File: config.mk
export PLATFORM = sky130hd
export DESIGN_NAME = global_pin_control_sync
export DESIGN_NICKNAME = d
export VERILOG_FILES = /design/src/hw/pin_ctrl_pkg.sv /design/src/hw/timebase_if.sv /design/src/hw/global_pin_control_sync.sv /design/src/hw/pin_sync.sv /design/src/hw/pwm_timebase.sv
export SDC_FILE = /design/constraint.sdc
export NUM_CORES = 1
export LEC_CHECK = 0
export ABC_CLOCK_PERIOD_IN_PS = 8710
export BUFFER_PORTS_ARGS = -buffer_cell sky130_fd_sc_hd__buf_2
export CAP_MARGIN = 5
export CORE_MARGIN = 4
export CORE_UTILIZATION = 50
export CTS_CLUSTER_DIAMETER = 40
export DETAILED_ROUTE_END_ITERATION = 16
export HOLD_SLACK_MARGIN = 0.03
export MAX_ROUTING_LAYER = met4
export PLACE_DENSITY_LB_ADDON = 0.3
export SLEW_MARGIN = 20
export SYNTH_ARGS = -nofsm -noshare
export SYNTH_HDL_FRONTEND = slang
export SYNTH_SLANG_ARGS = --single-unit
File: constraint.sdc
create_clock -name sys_clk -period 8.71 [get_ports sys_clk]
set_input_delay 0.871 -clock sys_clk [delete_from_list [all_inputs] [get_ports sys_clk]]
set_output_delay 0.871 -clock sys_clk [all_outputs]
set_load 0.005 [all_outputs]
File: src/hw/pin_ctrl_pkg.sv
// Constants, register map and reset values for the global pin control block
package pin_ctrl_pkg;

	// ************************************************************
	// Sizes
	// ************************************************************
	localparam int CHANNELS    = 8;
	localparam int ADDR_W      = 8;
	localparam int SLOT_W      = 20;
	localparam int PHASE_W     = 5;
	localparam int DUTY_W      = 6;
	localparam int SYNC_STAGES = 2;

	// ************************************************************
	// Timing: clock rate and PWM frequency range
	// ************************************************************
	localparam longint CLK_HZ          = 100_000_000;
	localparam longint SLOTS_PER_PWM   = 32;
	localparam longint PWM_MIN_HZ      = 10;
	localparam longint PWM_NORM_MAX_HZ = 4000;
	localparam longint PWM_EXT_MAX_HZ  = 8000;
	// Longest slot rounds down, shortest slot rounds up
	localparam longint SLOT_MAX_CYC = CLK_HZ / (SLOTS_PER_PWM * PWM_MIN_HZ);
	localparam longint SLOT_MIN_CYC =
		(CLK_HZ + SLOTS_PER_PWM * PWM_EXT_MAX_HZ - 1) / (SLOTS_PER_PWM * PWM_EXT_MAX_HZ);
	localparam longint SLOT_DEF_CYC = CLK_HZ / (SLOTS_PER_PWM * PWM_NORM_MAX_HZ);
	localparam logic [SLOT_W-1:0] SLOT_MAX = SLOT_W'(SLOT_MAX_CYC);
	localparam logic [SLOT_W-1:0] SLOT_MIN = SLOT_W'(SLOT_MIN_CYC);
	localparam logic [SLOT_W-1:0] SLOT_DEF = SLOT_W'(SLOT_DEF_CYC);

	// ************************************************************
	// Register offsets (byte addresses)
	// ************************************************************
	localparam logic [ADDR_W-1:0] REG_SLOT_LEN   = 8'h00;
	localparam logic [ADDR_W-1:0] REG_HOLD_SEL   = 8'h04;
	localparam logic [ADDR_W-1:0] REG_FAULT_MASK = 8'h08;
	localparam logic [ADDR_W-1:0] REG_GEN_FLAGS  = 8'h0C;
	localparam logic [ADDR_W-1:0] REG_IRQ_STATUS = 8'h10;
	localparam logic [ADDR_W-1:0] REG_IRQ_MASK   = 8'h14;
	localparam logic [ADDR_W-1:0] REG_PIN_STATE  = 8'h18;
	localparam logic [ADDR_W-1:0] REG_PHASE_BASE = 8'h20;
	localparam logic [ADDR_W-1:0] REG_DUTY_BASE  = 8'h40;

	// ************************************************************
	// Field positions and reset values
	// ************************************************************
	localparam int FLAG_RESET_SEEN = 0;
	localparam int FLAG_ENABLE_LOW = 1;
	localparam int FLAG_SYNC_SEEN  = 2;
	localparam int IRQ_SYNC        = 0;
	localparam int IRQ_ENABLE_LOW  = 1;
	localparam int IRQ_RESET_SEEN  = 2;
	localparam int IRQ_FAULT       = 3;
	localparam int IRQ_W           = 4;
	localparam logic [CHANNELS-1:0] HOLD_SEL_DEF   = 8'h00;
	localparam logic [CHANNELS-1:0] FAULT_MASK_DEF = 8'h00;
	localparam logic [IRQ_W-1:0]    IRQ_MASK_DEF   = 4'h0;
	localparam logic [PHASE_W-1:0]  PHASE_DEF      = 5'h00;
	localparam logic [DUTY_W-1:0]   DUTY_DEF       = 6'h00;

endpackage

File: src/hw/timebase_if.sv
// Interface between the PWM timebase and the channel logic
`timescale 1ns/100ps
`default_nettype none

interface timebase_if;
	logic [pin_ctrl_pkg::SLOT_W-1:0]  slot_len;
	logic                             restart;
	logic [pin_ctrl_pkg::PHASE_W-1:0] slot_idx;

	// Timebase side
	modport source (input slot_len, input restart, output slot_idx);
	// Channel side
	modport sink (output slot_len, output restart, input slot_idx);
endinterface

`default_nettype wire

File: src/hw/global_pin_control_sync.sv
// Global pin control: reset, enable, phase sync, fault pin and PWM outputs
//
// Design decisions made here: strobed register access and the register offsets.
`timescale 1ns/100ps
`default_nettype none

module global_pin_control_sync (
	// Clock and reset
	input  wire logic                                    sys_clk,
	input  wire logic                                    reset_n,
	// Device pins and supply monitor
	input  wire logic                                    reset_pin_n,
	input  wire logic                                    enable_pin,
	input  wire logic                                    phase_sync_pin,
	input  wire logic                                    supply_ok,
	// Fault sources from the channel diagnostics
	input  wire logic [pin_ctrl_pkg::CHANNELS-1:0]       fault_in,
	// Register port
	input  wire logic [pin_ctrl_pkg::ADDR_W-1:0]         reg_addr,
	input  wire logic [31:0]                             reg_wdata,
	input  wire logic                                    reg_wr,
	input  wire logic                                    reg_rd,
	output logic      [31:0]                             reg_rdata,
	// Channel outputs, fault pin and interrupt
	output logic      [pin_ctrl_pkg::CHANNELS-1:0]       pwm_out,
	output logic                                         fault_pin_out,
	output logic                                         fault_pin_oe,
	output logic                                         irq
);
	localparam int N = pin_ctrl_pkg::CHANNELS;

	// ************************************************************
	// Declarations
	// ************************************************************
	logic [3:0]                              pins_sync;
	logic                                    rst_pin_s;
	logic                                    enable_s;
	logic                                    sync_s;
	logic                                    supply_s;
	logic                                    rst_pin_prev_q;
	logic                                    enable_prev_q;
	logic                                    sync_prev_q;
	logic                                    core_rst;
	logic                                    sync_rise;
	logic                                    reset_fall;
	logic                                    enable_fall;
	logic [pin_ctrl_pkg::SLOT_W-1:0]         slot_len_q;
	logic [pin_ctrl_pkg::SLOT_W-1:0]         slot_wr_val;
	logic [N-1:0]                            hold_sel_q;
	logic [N-1:0]                            fault_mask_q;
	logic [2:0]                              gen_flags_q;
	logic [pin_ctrl_pkg::IRQ_W-1:0]          irq_status_q;
	logic [pin_ctrl_pkg::IRQ_W-1:0]          irq_mask_q;
	logic [pin_ctrl_pkg::IRQ_W-1:0]          irq_events;
	logic [pin_ctrl_pkg::PHASE_W-1:0]        phase_q [N];
	logic [pin_ctrl_pkg::DUTY_W-1:0]         duty_q [N];
	logic [N-1:0]                            pwm_raw;
	logic                                    fault_active;
	logic                                    fault_active_prev_q;
	logic                                    rd_flags;
	logic                                    rd_irq;
	logic [31:0]                             rdata_d;

	timebase_if tb_link ();

	// ************************************************************
	// Pin synchronisers
	// ************************************************************
	// Every asynchronous pin passes two flops before use
	pin_sync #(
		.WIDTH      (4)
	) u_pin_sync (
		.sys_clk    (sys_clk),
		.reset_n    (reset_n),
		.pin_in     ({supply_ok, phase_sync_pin, enable_pin, reset_pin_n}),
		.pin_sync_q (pins_sync)
	);

	assign rst_pin_s = pins_sync[0];
	assign enable_s  = pins_sync[1];
	assign sync_s    = pins_sync[2];
	assign supply_s  = pins_sync[3];

	// ************************************************************
	// Reset combination and edge detection
	// ************************************************************
	// Pin reset or supply drop hold the core at defaults
	assign core_rst = !reset_n || !rst_pin_s || !supply_s;

	// Edge detection on the synchronised levels only
	always_ff @(posedge sys_clk)
	begin
		if (!reset_n)
		begin
			rst_pin_prev_q <= 1'b0;
			enable_prev_q  <= 1'b0;
			sync_prev_q    <= 1'b0;
		end
		else
		begin
			rst_pin_prev_q <= rst_pin_s;
			enable_prev_q  <= enable_s;
			sync_prev_q    <= sync_s;
		end
	end

	assign sync_rise   = sync_s && !sync_prev_q;
	assign reset_fall  = !rst_pin_s && rst_pin_prev_q;
	assign enable_fall = !enable_s && enable_prev_q;

	// ************************************************************
	// PWM timebase
	// ************************************************************
	// Sync rising edge restarts the period
	assign tb_link.restart  = sync_rise;
	assign tb_link.slot_len = slot_len_q;

	// All PWM timing counts main clock cycles
	pwm_timebase u_timebase (
		.sys_clk  (sys_clk),
		.core_rst (core_rst),
		.tb       (tb_link.source)
	);

	// ************************************************************
	// Configuration registers
	// ************************************************************
	// Slot length held inside the 10 Hz to 8000 Hz PWM range
	always_comb
	begin
		slot_wr_val = reg_wdata[pin_ctrl_pkg::SLOT_W-1:0];
		if (slot_wr_val < pin_ctrl_pkg::SLOT_MIN)
			slot_wr_val = pin_ctrl_pkg::SLOT_MIN;
		else if (slot_wr_val > pin_ctrl_pkg::SLOT_MAX)
			slot_wr_val = pin_ctrl_pkg::SLOT_MAX;
	end

	// Register writes; accepted only on the main clock
	always_ff @(posedge sys_clk)
	begin
		if (core_rst)
		begin
			slot_len_q   <= pin_ctrl_pkg::SLOT_DEF;
			hold_sel_q   <= pin_ctrl_pkg::HOLD_SEL_DEF;
			fault_mask_q <= pin_ctrl_pkg::FAULT_MASK_DEF;
			irq_mask_q   <= pin_ctrl_pkg::IRQ_MASK_DEF;
		end
		else if (reg_wr)
		begin
			case (reg_addr)
				pin_ctrl_pkg::REG_SLOT_LEN:   slot_len_q   <= slot_wr_val;
				pin_ctrl_pkg::REG_HOLD_SEL:   hold_sel_q   <= reg_wdata[N-1:0];
				pin_ctrl_pkg::REG_FAULT_MASK: fault_mask_q <= reg_wdata[N-1:0];
				pin_ctrl_pkg::REG_IRQ_MASK:
					irq_mask_q <= reg_wdata[pin_ctrl_pkg::IRQ_W-1:0];
				default: ;
			endcase
		end
	end

	// ************************************************************
	// Per-channel phase delay, duty and output
	// ************************************************************
	for (genvar g = 0; g < N; g++)
	begin : g_chan
		logic [pin_ctrl_pkg::PHASE_W-1:0] rel_slot;

		// Phase delay and duty words of this channel
		always_ff @(posedge sys_clk)
		begin
			if (core_rst)
			begin
				phase_q[g] <= pin_ctrl_pkg::PHASE_DEF;
				duty_q[g]  <= pin_ctrl_pkg::DUTY_DEF;
			end
			else if (reg_wr)
			begin
				if (reg_addr == pin_ctrl_pkg::REG_PHASE_BASE + 8'(4 * g))
					phase_q[g] <= reg_wdata[pin_ctrl_pkg::PHASE_W-1:0];
				if (reg_addr == pin_ctrl_pkg::REG_DUTY_BASE + 8'(4 * g))
					duty_q[g] <= reg_wdata[pin_ctrl_pkg::DUTY_W-1:0];
			end
		end

		// Period starts phase_q slots after sync, slot = period/32
		assign rel_slot   = tb_link.slot_idx - phase_q[g];
		assign pwm_raw[g] = ({1'b0, rel_slot} < duty_q[g]);

		// Enable low: off, or freeze last state when hold is chosen
		always_ff @(posedge sys_clk)
		begin
			if (core_rst)
				pwm_out[g] <= 1'b0;
			else if (enable_s)
				pwm_out[g] <= pwm_raw[g];
			else if (!hold_sel_q[g])
				pwm_out[g] <= 1'b0;
		end
	end

	// ************************************************************
	// Generic flag register
	// ************************************************************
	assign rd_flags = reg_rd && (reg_addr == pin_ctrl_pkg::REG_GEN_FLAGS);

	// Reset-seen flag survives pin reset so the edge is visible
	always_ff @(posedge sys_clk)
	begin
		if (!reset_n)
			gen_flags_q[pin_ctrl_pkg::FLAG_RESET_SEEN] <= 1'b0;
		else if (reset_fall)
			gen_flags_q[pin_ctrl_pkg::FLAG_RESET_SEEN] <= 1'b1;
		else if (rd_flags)
			gen_flags_q[pin_ctrl_pkg::FLAG_RESET_SEEN] <= 1'b0;
	end

	// Enable-low flag stays while the pin is low, read clears it after
	always_ff @(posedge sys_clk)
	begin
		if (core_rst)
			gen_flags_q[pin_ctrl_pkg::FLAG_ENABLE_LOW] <= 1'b0;
		else if (!enable_s)
			gen_flags_q[pin_ctrl_pkg::FLAG_ENABLE_LOW] <= 1'b1;
		else if (rd_flags)
			gen_flags_q[pin_ctrl_pkg::FLAG_ENABLE_LOW] <= 1'b0;
	end

	// Sync pulse flag, a new pulse wins over the clearing read
	always_ff @(posedge sys_clk)
	begin
		if (core_rst)
			gen_flags_q[pin_ctrl_pkg::FLAG_SYNC_SEEN] <= 1'b0;
		else if (sync_rise)
			gen_flags_q[pin_ctrl_pkg::FLAG_SYNC_SEEN] <= 1'b1;
		else if (rd_flags)
			gen_flags_q[pin_ctrl_pkg::FLAG_SYNC_SEEN] <= 1'b0;
	end

	// ************************************************************
	// Fault pin
	// ************************************************************
	assign fault_active = |(fault_in & ~fault_mask_q);

	// Open drain: drive low while an unmasked fault is present
	always_ff @(posedge sys_clk)
	begin
		if (core_rst)
		begin
			fault_pin_oe        <= 1'b0;
			fault_active_prev_q <= 1'b0;
		end
		else
		begin
			fault_pin_oe        <= fault_active;
			fault_active_prev_q <= fault_active;
		end
	end

	// The pin is only ever driven low
	always_ff @(posedge sys_clk)
	begin
		fault_pin_out <= 1'b0;
	end

	// ************************************************************
	// Interrupt status, mask and output
	// ************************************************************
	assign rd_irq = reg_rd && (reg_addr == pin_ctrl_pkg::REG_IRQ_STATUS);

	always_comb
	begin
		irq_events                              = '0;
		irq_events[pin_ctrl_pkg::IRQ_SYNC]       = sync_rise;
		irq_events[pin_ctrl_pkg::IRQ_ENABLE_LOW] = enable_fall;
		irq_events[pin_ctrl_pkg::IRQ_RESET_SEEN] = reset_fall;
		irq_events[pin_ctrl_pkg::IRQ_FAULT]      = fault_active && !fault_active_prev_q;
	end

	// Sticky status, read clears, a same-cycle event wins
	always_ff @(posedge sys_clk)
	begin
		if (!reset_n)
			irq_status_q <= '0;
		else if (rd_irq)
			irq_status_q <= irq_events;
		else
			irq_status_q <= irq_status_q | irq_events;
	end

	// Level interrupt from unmasked status
	always_ff @(posedge sys_clk)
	begin
		if (!reset_n)
			irq <= 1'b0;
		else
			irq <= |(irq_status_q & irq_mask_q);
	end

	// ************************************************************
	// Register read port
	// ************************************************************
	// Read mux; unaligned addresses in the channel ranges read their word, other unmapped ones read zero
	always_comb
	begin
		rdata_d = '0;
		case (reg_addr)
			pin_ctrl_pkg::REG_SLOT_LEN:   rdata_d[pin_ctrl_pkg::SLOT_W-1:0] = slot_len_q;
			pin_ctrl_pkg::REG_HOLD_SEL:   rdata_d[N-1:0] = hold_sel_q;
			pin_ctrl_pkg::REG_FAULT_MASK: rdata_d[N-1:0] = fault_mask_q;
			pin_ctrl_pkg::REG_GEN_FLAGS:  rdata_d[2:0] = gen_flags_q;
			pin_ctrl_pkg::REG_IRQ_STATUS: rdata_d[pin_ctrl_pkg::IRQ_W-1:0] = irq_status_q;
			pin_ctrl_pkg::REG_IRQ_MASK:   rdata_d[pin_ctrl_pkg::IRQ_W-1:0] = irq_mask_q;
			pin_ctrl_pkg::REG_PIN_STATE:
				rdata_d[12:0] = {tb_link.slot_idx, fault_active, sync_s,
					enable_s, 1'b0, pwm_out[3:0] | pwm_out[7:4]};
			default:
			begin
				if (reg_addr[7:5] == 3'h1)
					rdata_d[pin_ctrl_pkg::PHASE_W-1:0] = phase_q[reg_addr[4:2]];
				else if (reg_addr[7:5] == 3'h2)
					rdata_d[pin_ctrl_pkg::DUTY_W-1:0] = duty_q[reg_addr[4:2]];
			end
		endcase
	end

	// Read data stands the cycle after the strobe only
	always_ff @(posedge sys_clk)
	begin
		if (!reset_n)
			reg_rdata <= '0;
		else if (reg_rd)
			reg_rdata <= rdata_d;
		else
			reg_rdata <= '0;
	end
endmodule

`default_nettype wire

File: src/hw/pin_sync.sv
// Two-stage synchroniser for asynchronous pin inputs
`timescale 1ns/100ps
`default_nettype none

module pin_sync #(
	parameter int WIDTH = 1
) (
	// Clock and reset
	input  wire logic             sys_clk,
	input  wire logic             reset_n,
	// Pins and synchronised levels
	input  wire logic [WIDTH-1:0] pin_in,
	output var  logic [WIDTH-1:0] pin_sync_q
);
	logic [WIDTH-1:0] meta_q;

	// ************************************************************
	// One two-flop chain per bit
	// ************************************************************
	for (genvar g = 0; g < WIDTH; g++)
	begin : g_bit
		always_ff @(posedge sys_clk)
		begin
			if (!reset_n)
			begin
				meta_q[g]     <= 1'b0;
				pin_sync_q[g] <= 1'b0;
			end
			else
			begin
				meta_q[g]     <= pin_in[g];
				pin_sync_q[g] <= meta_q[g];
			end
		end
	end
endmodule

`default_nettype wire

File: src/hw/pwm_timebase.sv
// PWM period timebase: 32 slots per period, restartable
`timescale 1ns/100ps
`default_nettype none

module pwm_timebase (
	// Clock and reset
	input  wire logic   sys_clk,
	input  wire logic   core_rst,
	// Timebase link
	timebase_if.source  tb
);
	logic [pin_ctrl_pkg::SLOT_W-1:0] cnt_q;
	logic                            slot_tick;

	// End of one slot: a one-cycle enable for the slot index
	assign slot_tick = (cnt_q >= tb.slot_len - 1'b1);

	// Cycle counter inside one slot
	always_ff @(posedge sys_clk)
	begin
		if (core_rst || tb.restart || slot_tick)
			cnt_q <= '0;
		else
			cnt_q <= cnt_q + 1'b1;
	end

	// Slot index, wraps after 32 slots; restart begins a fresh period
	always_ff @(posedge sys_clk)
	begin
		if (core_rst || tb.restart)
			tb.slot_idx <= '0;
		else if (slot_tick)
			tb.slot_idx <= tb.slot_idx + 1'b1;
	end
endmodule

`default_nettype wire

Word level (Yosys, flattened, before mapping)
Memories as Yosys holds them, arrays and structs flattened.
Index checks and enable logic that the tools add are counted.
{"block": "totals", "elab_cells": 253, "n_memories": 2, "ff_bits": 125, "ramBits": 88}
{"memory": "duty_q", "words": 8, "width": 6, "read_ports": 9, "rd_ports_with_merged_regs": 0, "write_ports": 8, "line": "global_pin_control_sync.sv:56", "source": "logic [pin_ctrl_pkg::DUTY_W-1:0] duty_q [N];"}
{"memory": "phase_q", "words": 8, "width": 5, "read_ports": 9, "rd_ports_with_merged_regs": 0, "write_ports": 8, "line": "global_pin_control_sync.sv:55", "source": "logic [pin_ctrl_pkg::PHASE_W-1:0] phase_q [N];"}
{"block": "classes", "eq_ne": 33, "reduce_logical": 28, "bitwise_logic": 21, "mux": 113, "order_cmp": 11, "add_sub_neg": 11}
{"cell": "2-to-1 mux 1 bit", "n": 87}
{"cell": "== test 8 x 6 -> 1 bit, second input constant", "n": 8}
{"cell": "== test 8 x 7 -> 1 bit, second input constant", "n": 8}
{"cell": "2-to-1 mux 6 bit", "n": 9}
{"cell": "less-than comparator 5 x 6 -> 1 bit", "n": 8}
{"cell": "2-to-1 mux 5 bit", "n": 9}
{"cell": "2-to-1 mux 20 bit", "n": 2}
{"cell": "subtractor 5 bit", "n": 8}
{"cell": "== test 8 x 5 -> 1 bit, second input constant", "n": 3}
{"cell": "case mux 3 bit (7 select lines)", "n": 1}
{"cell": "adder 20 x 1 -> 20 bit, second input constant", "n": 1}
{"cell": ">= comparator 20 bit", "n": 1}
{"cell": "greater-than comparator 20 x 19 -> 1 bit, second input constant", "n": 1}
{"cell": "less-than comparator 20 x 9 -> 1 bit, second input constant", "n": 1}
{"cell": "subtractor 20 x 1 -> 20 bit, second input constant", "n": 1}
{"cell": "== test 8 x 4 -> 1 bit, second input constant", "n": 2}
{"cell": "inequality test 2 x 1 -> 1 bit, second input constant", "n": 8}
{"cell": "OR 1 bit", "n": 16}
{"cell": "case mux 2 bit (5 select lines)", "n": 1}
{"cell": "case mux 5 bit (2 select lines)", "n": 1}
{"cell": "AND reduction 2 bit", "n": 5}
{"cell": "AND 8 bit", "n": 1}
{"cell": "== test 8 x 3 -> 1 bit, second input constant", "n": 1}
{"cell": "logical NOT 8 bit", "n": 1}
{"cell": "18 further kinds", "n": 33}

Logic depth before layout (Yosys ltp)
Gate-level depths: netlist (run 1).
{"block": "depth", "ltp_word": 6, "mapped_depth": 15, "ltp_nobuf": 14}

By module
Synthesis (run 1) repeated with hierarchy kept, for this count alone.
{"block": "hier_totals", "cells_unflattened": 1192, "area_unflattened_um2": 11686.2}
{"mod": "global_pin_control_sync", "cells_each": 949, "area_per_inst_um2": 9629.2, "n_inst": 1, "seq_area_each_um2": 4244.1}
{"mod": "pwm_timebase", "cells_each": 227, "area_per_inst_um2": 1846.8, "n_inst": 1, "seq_area_each_um2": 500.5}
{"mod": "pin_sync", "cells_each": 16, "area_per_inst_um2": 210.2, "n_inst": 1, "seq_area_each_um2": 160.2}

Worst setup path before layout (run 1)
OpenSTA, ideal clock, no wires.
{"block": "synth_timing", "path_kind": "register -> register", "start": "reg slot_len_q[6] in the netlist's numbering", "end": "reg u_timebase.cnt_q[12] in the netlist's numbering", "required_time_ps": 8582, "arrival_time_ps": 3349, "stages_incl_launch_ff": 14, "path_slack_ps": 5233, "setup_ps": 128, "period_less_slack_ps": 3477, "path_cell_list": "dfxtp_1 nor2_1 nand2_1 nor4_1 nand3_1 nor4_1 xnor2_1 ha_1 nand4_1 or4_1 o221ai_1 or2_1 clkbuf_1 nor2_1"}
{"block": "synth_via", "elab_chain_len": 3}
{"element": "start: declaration", "line": "global_pin_control_sync.sv:47", "source": "logic [pin_ctrl_pkg::SLOT_W-1:0] slot_len_q;"}
{"element": "start signal: assignment", "line": "global_pin_control_sync.sv:143", "source": "slot_len_q <= pin_ctrl_pkg::SLOT_DEF;"}
{"element": "start signal: assignment", "line": "global_pin_control_sync.sv:151", "source": "pin_ctrl_pkg::REG_SLOT_LEN: slot_len_q <= slot_wr_val;"}
{"element": "subtractor 20 x 1 -> 20 bit", "line": "pwm_timebase.sv:16", "source": "assign slot_tick = (cnt_q >= tb.slot_len - 1'b1);"}
{"element": ">= comparator 20 bit", "line": "pwm_timebase.sv:16"}
{"element": "logical OR 1 bit", "line": "pwm_timebase.sv:21", "source": "if (core_rst || tb.restart || slot_tick)"}
{"element": "end signal: assignment", "line": "pwm_timebase.sv:24", "source": "cnt_q <= cnt_q + 1'b1;"}
{"element": "end: declaration", "line": "pwm_timebase.sv:12", "source": "logic [pin_ctrl_pkg::SLOT_W-1:0] cnt_q;"}
Every way passes these cells.
A chain may end at the register's enable or synchronous reset.

Worst setup path after layout (run 1)
{"block": "layout_timing", "start": "reg slot_len_q[6] in the netlist's numbering", "end": "reg u_timebase.cnt_q[14] in the netlist's numbering"}
Same word-level chain as after synthesis.

==> qor.yml, run 1 <==
status: "completed"
drv_cap: 0
grt_use_met2: 0.386
tightest_slew_ns: 1.08
antenna_found_initial: 0
fmax_mhz: 237
critical_path.slowest_cell: "o221ai_1"
min_path_type: "register to register"
path_buf_inv: 0
drt-total-wl_mm: 31.8
powerDensity_nw_per_um2: 171
clock-root-buffer: "clkbuf_16"
vias: 9272
syn_area_um2: 11600
grt_pass1_vias: 9087
grt_use_met1: 0.326
leakage_nw: 5.08
total_power_mw: 2.24
syn_to_final_growth_pct: 12.8
end_kind: "register"
final_area_um2: 13100
min_period_over_period: 0.485
final_cells: 1560
ys_types: 58
drt-wirelength-per-cell_um: 20.4
hold_start: "u_pin_sync.meta_q[1]"
cts_tree: "done"
grt_start_max_net_pins: 46
numCtsBuffers: 30
grt_overflow: 0
relSlewSlack: 0.281
report.final.slew_viol_count: 0
dp_slack_ns: 4.49
max_stage_delay_ns: 0.67
place.gp.congestion: 0.913
core-area_um2: 22700
final.setup_skew_ns: 0.0113
grt_pass1_wl_mm: 50.0
worst_hold_slack_ns: 0.425
worst-setup-path-type: "register to register"
placedInstanceArea_um2: 12100
rsz0062_at_grt: "false"
cts_hold_buffers: 0
hold_viol: 0
grtUsageTotal: 0.252
syn_inst: 1196
setup_viol: 0
post_cts_buffers: 0
insertion_delay_ns: 0.54
die-area_um2: 25700
drt_pass1_iterations: 7
pin_count: 99
met3_usage: 0.0472
worstPathCellList: "nor2_1 -> nand2_1 -> nor4_1 -> nand3_1 -> nor4_1 -> xnor2_1 -> ha_1 -> nand4_1 -> or4_1 -> o221ai_1 -> or2_1 -> nor2_1"
synth_area_per_cell_um2: 9.68
worst_slack_ns: 4.49
cp.required_ns: 9.10
synth_top_flop_cell: "dfxtp_1"
cts_resized: 0
yosysWarnings: 0
cts_sinks: 201
portBuffers: 73
grt_most_used_layer: "met2"
ant_nets: 0
vias_per_cell: 5.94
dp_cells: 1504
rows: 55
crit_arrival_ns: 4.61
ys_seq_area_frac: 0.424
ir_drop_uv: 164
nets: 1402
path_max_fanout: 20
die_x_um: 160
tns_ns: 0
path_delay_family: "simple AND/OR/NAND/NOR gates"
async_flop_share: 0
die_y_um: 160
critPathLaunchType: "register"
timing.rr.start: "slot_len_q[6]"
h-tree-depth: 1
cts.clk_slew.worst_paths_ns: 0.06
period_minus_slack_ns: 4.22
critPathLaunch: "slot_len_q[6]"
diodes: 0
drt-initial-drc-count: 947
drive_above_1_share: 0.130
start_util: 0.510
hpwlAfterDp_mm: 22.9
drc: 0
cts.path.max_buffers: 3
final_core_utilization: 0.575
synth-edff-count: 88
synth-seq-cells: 201
[cells in the final DEF (no fill, tap or decap), types with 31 or more instances in the layout]
| cell | netlist | routed |
|---|---|---|
| a21oi_1 | 66 | 66 |
| inv_1 | 84 | 84 |
| nand2_1 | 74 | 74 |
| nor2_1 | 105 | 105 |
| nand3_1 | 36 | 36 |
| nor3_1 | 41 | 40 |
| o21ai_0 | 48 | 48 |
| and2_1 | 87 | 87 |
| buf_2 | 4 | 73 |
| edfxtp_1 | 88 | 88 |
| dfxtp_1 | 113 | 112 |
| xnor2_1 | 49 | 49 |
| clkbuf_16 | 0 | 31 |
| ha_1 | 87 | 87 |
[state kept, by name, summed over array words and instances, names as in the netlist, 3 cells and up]
name / count
gen_flags_q: 3
pwm_out: 8
slot_len_q: 20
fault_mask_q: 8
u_pin_sync.pin_sync_q: 4
irq_status_q: 4
phase_q: 40
irq_mask_q: 4
u_timebase.tb.slot_idx: 5
hold_sel_q: 8
duty_q: 48
reg_rdata: 20
u_pin_sync.meta_q: 4
u_timebase.cnt_q: 20
[final cells by class]
| type | instances | area [um2] |
|---|---|---|
| flip-flops and latches | 201 | 4910 |
| inverters | 84 | 315 |
| fillers | 2003 | 9650 |
| clock inverters | 20 | 160 |
| clock buffers | 36 | 818 |
| multi-input cells | 855 | 6090 |
| well taps | 285 | 357 |
| repair buffers | 79 | 410 |
[where the power goes]
group,switching (mW),leakage (nW),internal [mW]
clock,0.467,0.481,0.684
sequential,0.00321,2.00,0.982
combinational,0.0675,2.60,0.0319
[layer usage]
| metal | part of all wire | up-vias | routed length [um] |
|---|---|---|---|
| li1 | - | 4315 | - |
| met1 | 0.41 | 4402 | 13100 |
| met2 | 0.45 | 444 | 14200 |
| met3 | 0.085 | 111 | 2710 |
| met4 | 0.054 | 0 | 1710 |
| met5 | 0 | - | 0 |
[cells in the mapped netlist, types with 4 or more instances]
cell	instances	area (um2)
ha_1	87	1090
mux2i_1	20	200
nand3_1	36	180
nor3_1	41	205
nor2b_1	12	75.1
nor2_1	105	394
xor2_1	20	175
nand2b_1	11	68.8
buf_1	4	15.0
nor4_1	13	81.3
a21boi_0	10	75.1
and2_1	87	544
a21oi_1	66	330
nand2_1	74	278
nor4b_1	8	70.1
fa_1	8	160
edfxtp_1	88	2640
clkbuf_1	45	169
a31oi_1	9	56.3
a211oi_1	12	90.1
buf_2	4	20.0
nand4_1	11	68.8
buf_4	13	97.6
a22oi_1	6	45.0
xnor2_1	49	429
dfxtp_1	113	2260
o21ai_0	48	240
a22o_1	14	123
and3_1	18	113
inv_1	84	315
a21o_1	20	150
mux4_2	20	450
o22ai_1	4	25.0
[worst register-to-register path, stage by stage (launching register included)]
cell and delay (ns):
dfxtp_1 0.39, nor2_1 0.21, nand2_1 0.11, nor4_1 0.25, nand3_1 0.23, nor4_1 0.35, xnor2_1 0.11, ha_1 0.30
nand4_1 0.14, or4_1 0.55, o221ai_1 0.67, or2_1 0.65, nor2_1 0.13
[worst paths after layout]
kind | end | slack, ns | cells after the start
worst max-delay path | u_timebase.cnt_q[14] | 4.49 | 12
worst min-delay path | u_pin_sync.pin_sync_q[1] | 0.42 | 1
worst max register to register | u_timebase.cnt_q[14] | 4.49 | 12
worst min register to register | u_pin_sync.pin_sync_q[1] | 0.42 | 1
[logic make-up (layout without fill, tap and decap cells)]
group,after synthesis,in the layout,synth area share
AO/OA/AOI/OAI,208,208,0.113
XOR/XNOR,69,69,0.0522
adder cells (fa/ha/maj),95,95,0.108
buffers and inverters,152,219,0.0552
flip-flops,201,201,0.424
multiplexers,42,42,0.0581
other,1,13,0.000324
AND/OR/NAND/NOR,428,428,0.190
Note: power is estimated with default switching activity, not from simulation.
==> run 2, diff against run 1 <==
--- a/config.mk
+++ b/config.mk
@@ -5,7 +5,7 @@
 export SDC_FILE = /design/constraint.sdc
 export NUM_CORES = 1
 export LEC_CHECK = 0
-export ABC_CLOCK_PERIOD_IN_PS = 8710
+export ABC_CLOCK_PERIOD_IN_PS = 4400
 export BUFFER_PORTS_ARGS = -buffer_cell sky130_fd_sc_hd__buf_2
 export CAP_MARGIN = 5
 export CORE_MARGIN = 4
==> constraint.sdc (replaced) <==
create_clock -name sys_clk -period 4.4 [get_ports sys_clk]
set_input_delay 0.44 -clock sys_clk [delete_from_list [all_inputs] [get_ports sys_clk]]
set_output_delay 0.44 -clock sys_clk [all_outputs]
set_load 0.005 [all_outputs]
==> qor.yml, run 2 (synthesized netlist as in run 1, its figures left out) <==
hold_depth: 2  # was 1
rsz0062_at_grt: "false"  # unchanged
drt-initial-drc-count: 829  # was 947
numCtsBuffers: 31  # was 30
portBuffers: 73  # unchanged
grt_pass1_wl_mm: 50.3  # was 50.0 mm
grt_overflow: 0  # unchanged
relSlewSlack: 0.303  # was 0.281
setup_viol: 0  # unchanged
clock-root-buffer: "clkbuf_16"  # unchanged
drt-total-wl_mm: 32.0  # was 31.8 mm
crit_arrival_ns: 4.17  # was 4.61 ns
final_area_um2: 13200  # was 13100 um2
cp.required_ns: 4.81  # was 9.10 ns
ir_drop_uv: 348  # was 164 uV
max_stage_delay_ns: 0.54  # was 0.67 ns
cts.path.max_buffers: 3  # unchanged
leakage_nw: 5.16  # was 5.08 nW
regMostFlops: "duty_q"  # unchanged
nets: 1411  # was 1402
rows: 55  # unchanged
final_core_utilization: 0.581  # was 0.575
grt_pass1_vias: 9215  # was 9087
worst-setup-path-type: "register to register"  # unchanged
worst_slack_ns: 0.639  # was 4.49 ns
h-tree-depth: 1  # unchanged
timing.reg2reg.setup_slack_ns: 0.64  # was 4.49 ns
drt_pass1_iterations: 5  # was 7
worstPathCellList: "nor3_1 -> nor2b_1 -> nand2_1 -> nor3_1 -> xnor2_1 -> ha_1 -> nand4_1 -> or4_1 -> o221ai_1 -> buf_4 -> or2_2 -> nor2_1"  # was nor2_1 -> nand2_1 -> nor4_1 -> nand3_1 -> nor4_1 -> xnor2_1 -> ha_1 -> nand4_1 -> or4_1 -> o221ai_1 -> or2_1 -> nor2_1
final_cell_mix: "dfxtp_1 (113), nor2_1 (105), edfxtp_1 (88), and2_1 (87), ha_1 (87)"  # was dfxtp_1 (112), nor2_1 (105), edfxtp_1 (88), and2_1 (87), ha_1 (87)
placedInstanceArea_um2: 12100  # about the same
path_delay_family: "simple AND/OR/NAND/NOR gates"  # unchanged
path_buf_inv: 1  # was 0
die_x_um: 160  # unchanged
drt-wirelength-per-cell_um: 20.4  # about the same
report.final.slew_viol_count: 0  # unchanged
critical_path.slowest_cell: "or4_1"  # was o221ai_1
core-area_um2: 22700  # unchanged
tightest_slew_ns: 1.04  # was 1.08 ns
cts.clk_slew.worst_paths_ns: 0.06  # about the same
ant_nets: 0  # unchanged
fmax_mhz: 266  # was 237 MHz
vias_per_cell: 5.96  # was 5.94
cts_sinks: 201  # unchanged
pin_count: 99  # unchanged
min_period_over_period: 0.855  # was 0.485
fillers: 2032  # was 2003
tns_ns: 0  # unchanged
hold_viol: 0  # unchanged
die_y_um: 160  # unchanged
crit_top_cell: "nor3_1"
worstSetupPathDepth: 12  # unchanged
path_max_fanout: 20  # unchanged
drc: 0  # unchanged
die-area_um2: 25700  # unchanged
status: "completed"  # unchanged
reg_top3: "duty_q x48, phase_q x40"  # unchanged
largest_reg_flops: 48  # unchanged
insertion_delay_ns: 0.57  # was 0.54 ns
grtUsageTotal: 0.254  # was 0.252
min_path_type: "input port to register"  # was register to register
vias: 9351  # was 9272
diodes: 0  # unchanged
syn_to_final_growth_pct: 13.9  # was 12.8%
hpwlAfterDp_mm: 23.5  # was 22.9 mm
final_common_cell: "dfxtp_1"  # unchanged
dp_slack_ns: 0.507  # was 4.49 ns
drive_above_1_share: 0.138  # was 0.130
post_cts_buffers: 0  # unchanged
start_util: 0.510  # unchanged
powerDensity_nw_per_um2: 347  # was 171 nW/um2
period_minus_slack_ns: 3.76  # was 4.22 ns
place.gp.congestion: 0.938  # was 0.913
drv_cap: 0  # unchanged
cts_tree: "done"  # unchanged
cts_hold_buffers: 0  # unchanged
critPathLaunchType: "register"  # unchanged
r2r_cells: 12  # unchanged
grt_start_max_net_pins: 45  # was 46
end_kind: "register"  # unchanged
worst_hold_slack_ns: 0.0795  # was 0.425 ns
final.setup_skew_ns: 0.0381  # was 0.0113 ns
cts_resized: 0  # unchanged
antenna_found_initial: 0  # unchanged
==> run 2: path summary, 6_finish.rpt <==
kind / start / to
worst max register to register: slot_len_q[3] / u_timebase.cnt_q[2]
worst max-delay path: slot_len_q[3] / u_timebase.cnt_q[2]
worst min register to register: u_pin_sync.meta_q[3] / u_pin_sync.pin_sync_q[3]
worst min-delay path: enable_pin / u_pin_sync.meta_q[1]
==> run 2: cell type report <==
type / instances / area [um2] / share of cell area
flip-flops and latches: 201 / 4900 / 0.372
multi-input cells: 855 / 6090 / 0.461
clock buffers: 33 / 826 / 0.0626
clock inverters: 25 / 235 / 0.0178
inverters: 84 / 315 / 0.0239
well taps: 285 / 357 / 0.0270
repair buffers: 87 / 470 / 0.0356
==> run 2: report_power, final <==
part	total [mW]	switching [mW]	internal, mW
Sequential	1.95	0.00901	1.94
Combinational	0.197	0.132	0.0648
Clock	2.43	1.01	1.42
Total	4.58	1.15	3.43
==> run 2: per-layer routing <==
metal	track usage	wire (um)
met1	0.327	13100
met2	0.396	14500
met3	0.0452	2830
met4	0.114	1560
met5	-	0
==> run 2: metrics by stage <==
stage	power (mW)	cells
4_1_cts	4.61	1570
3_3_place_gp	2.18	1512
6_report	4.58	1570
2_1_floorplan	2.11	1208
5_1_grt	4.73	1570
3_5_place_dp	2.18	1512
==> run 3, diff against run 2 <==
--- a/config.mk
+++ b/config.mk
@@ -5,7 +5,7 @@
 export SDC_FILE = /design/constraint.sdc
 export NUM_CORES = 1
 export LEC_CHECK = 0
-export ABC_CLOCK_PERIOD_IN_PS = 4400
+export ABC_CLOCK_PERIOD_IN_PS = 4120
 export BUFFER_PORTS_ARGS = -buffer_cell sky130_fd_sc_hd__buf_2
 export CAP_MARGIN = 5
 export CORE_MARGIN = 4
==> constraint.sdc (replaced) <==
create_clock -name sys_clk -period 4.12 [get_ports sys_clk]
set_input_delay 0.412 -clock sys_clk [delete_from_list [all_inputs] [get_ports sys_clk]]
set_output_delay 0.412 -clock sys_clk [all_outputs]
set_load 0.005 [all_outputs]
==> qor.yml, run 3 (synthesized netlist as in run 1, its figures left out) <==
worst-setup-path-type: "register to register"  # unchanged
vias: 9260  # was 9351
critPathLaunchType: "register"  # unchanged
hold_end: "u_pin_sync.meta_q[0]"  # was u_pin_sync.meta_q[1]
drive_above_1_share: 0.135  # was 0.138
grt_pass1_wl_mm: 50.0  # was 50.3 mm
post_cts_buffers: 0  # unchanged
min_period_over_period: 0.876  # was 0.855
cts_resized: 0  # unchanged
critPathLaunch: "slot_len_q[4]"  # was slot_len_q[3]
relSlewSlack: 0.386  # was 0.303
antenna_found_initial: 1  # was 0
drt-wirelength-per-cell_um: 20.6  # was 20.4 um
drv_cap: 0  # unchanged
final_cells: 1571  # was 1570
path_max_fanout: 20  # unchanged
largest_reg_flops: 48  # unchanged
end_kind: "register"  # unchanged
leakage_nw: 5.18  # was 5.16 nW
period_minus_slack_ns: 3.61  # was 3.76 ns
hold_start: "reset_pin_n"  # was enable_pin
cts_sinks: 201  # unchanged
die_y_um: 160  # unchanged
ir_drop_uv: 323  # was 348 uV
regMostFlops: "duty_q"  # unchanged
timing.rr.end: "u_timebase.cnt_q[13]"  # was u_timebase.cnt_q[2]
cts_hold_buffers: 0  # unchanged
h-tree-depth: 1  # unchanged
fillers: 1992  # was 2032
final_core_utilization: 0.582  # was 0.581
timing.rr.start: "slot_len_q[4]"  # was slot_len_q[3]
clock-root-buffer: "clkbuf_16"  # unchanged
report.final.slew_viol_count: 0  # unchanged
portBuffers: 73  # unchanged
final_cell_mix: "dfxtp_1 (113), nor2_1 (105), edfxtp_1 (88), and2_1 (87), ha_1 (87)"  # unchanged
grt_start_max_net_pins: 45  # unchanged
grt_pass1_vias: 9084  # was 9215
insertion_delay_ns: 0.56  # was 0.57 ns
vias_per_cell: 5.89  # was 5.96
crit_arrival_ns: 4.03  # was 4.17 ns
timing.reg2reg.setup_slack_ns: 0.51  # was 0.64 ns
powerDensity_nw_per_um2: 373  # was 347 nW/um2
final_common_cell: "dfxtp_1"  # unchanged
die-area_um2: 25700  # unchanged
start_util: 0.510  # unchanged
tightest_slew_ns: 0.919  # was 1.04 ns
die_x_um: 160  # unchanged
drt-total-wl_mm: 32.3  # was 32.0 mm
drt_pass1_iterations: 6  # was 5
drc: 0  # unchanged
final.setup_skew_ns: 0.0275  # was 0.0381 ns
tns_ns: 0  # unchanged
cp.required_ns: 4.54  # was 4.81 ns
grt_overflow: 0  # unchanged
fmax_mhz: 277  # was 266 MHz
reg_top3: "duty_q x48, phase_q x40"  # unchanged
r2r_cells: 13  # was 12
cts_tree: "done"  # unchanged
ant_nets: 0  # unchanged
cts.clk_slew.worst_paths_ns: 0.06  # about the same
grtUsageTotal: 0.254  # about the same
nets: 1413  # was 1411
diodes: 0  # unchanged
status: "completed"  # unchanged
setup_viol: 0  # unchanged
critical_path.slowest_cell: "or4_1"  # unchanged
max_stage_delay_ns: 0.53  # was 0.54 ns
cts.path.max_buffers: 3  # unchanged
core-area_um2: 22700  # unchanged
hold_depth: 2  # unchanged
worstPathCellList: "nor3_1 -> nor2b_1 -> nand2_1 -> nor3_1 -> xnor2_1 -> ha_1 -> nand4_1 -> or4_1 -> o221ai_1 -> buf_4 -> or2_1 -> buf_4 -> nor2_1"  # was nor3_1 -> nor2b_1 -> nand2_1 -> nor3_1 -> xnor2_1 -> ha_1 -> nand4_1 -> or4_1 -> o221ai_1 -> buf_4 -> or2_2 -> nor2_1
rows: 55  # unchanged
dp_cells: 1515  # was 1512
syn_to_final_growth_pct: 14.2  # was 13.9%
pin_count: 99  # unchanged
rsz0062_at_grt: "false"  # unchanged
numCtsBuffers: 30  # was 31
place.gp.congestion: 0.933  # was 0.938
hpwlAfterDp_mm: 23.8  # was 23.5 mm
hold_viol: 0  # unchanged
min_path_type: "input port to register"  # unchanged
drt-initial-drc-count: 837  # was 829
-- run 3: cell types whose count changed in the layout (fill, tap and decap cells not counted) --
cell	change
clkinv_8	-1
clkbuf_8	+3
inv_8	-5
clkbuf_1	+3
bufinv_16	+2
clkinv_4	-2
buf_4	+3
inv_6	-2
clkinvlp_4	-1
or2_2	-1
clkinv_2	+1
or2_1	+1
-- run 3: per-layer routing --
metal,vias up,track usage,wire [um]
met5,-,-,0
met2,421,0.405,15100
met1,4427,0.324,13100
met3,88,0.0382,2620
met4,0,0.107,1480
li1,4324,-,-
-- run 3: critical path: cells and delay by family, from the launching register on --
family	cells	cell delay, ns
adder cells (fa/ha/maj)	1	0.33
AO/OA/AOI/OAI	1	0.21
buffers and inverters	2	0.44
XOR/XNOR	1	0.11
flip-flops	1	0.38
AND/OR/NAND/NOR	8	2.01
-- run 3: final cells by class --
| cell class | count | area (um2) | share of cell area |
|---|---|---|---|
| Clock buffer | 39 | 878 | 0.0664 |
| Clock inverter | 17 | 185 | 0.0140 |
| Inverter | 84 | 315 | 0.0238 |
| Multi-Input combinational cell | 855 | 6090 | 0.460 |
| Sequential cell | 201 | 4900 | 0.371 |
| Tap cell | 285 | 357 | 0.0270 |
| Timing Repair Buffer | 90 | 493 | 0.0373 |
-- run 3: worst max-delay path by stage --
stage / end / slack, ns
4_1_cts: u_timebase.cnt_q[13] / 0.53
3_3_place_gp: u_timebase.cnt_q[7] / 0.63
6_report: u_timebase.cnt_q[13] / 0.51
2_1_floorplan: u_timebase.cnt_q[12] / 0.64
5_1_grt: u_timebase.cnt_q[14] / 0.27
3_5_place_dp: u_timebase.cnt_q[13] / 0.55
-- run 3: per-stage QoR --
step           setup slack, ns  hold WS (ns)  power, mW  cell area (um2)
6_report                 0.510        0.0631       4.93            13200
5_1_grt                  0.273        0.0624       5.08            13200
4_1_cts                  0.534        0.0455       4.96            13200
3_5_place_dp             0.550         0.419       2.33            12200
3_3_place_gp             0.626         0.415       2.33            12200
2_1_floorplan            0.643         0.412       2.25            11600
-- run 3: power by group --
group	internal, mW	switching (mW)	total [mW]
logic	0.0702	0.141	0.211
clock network	1.65	0.986	2.64
registers	2.08	0.00968	2.09
total	3.80	1.14	4.93
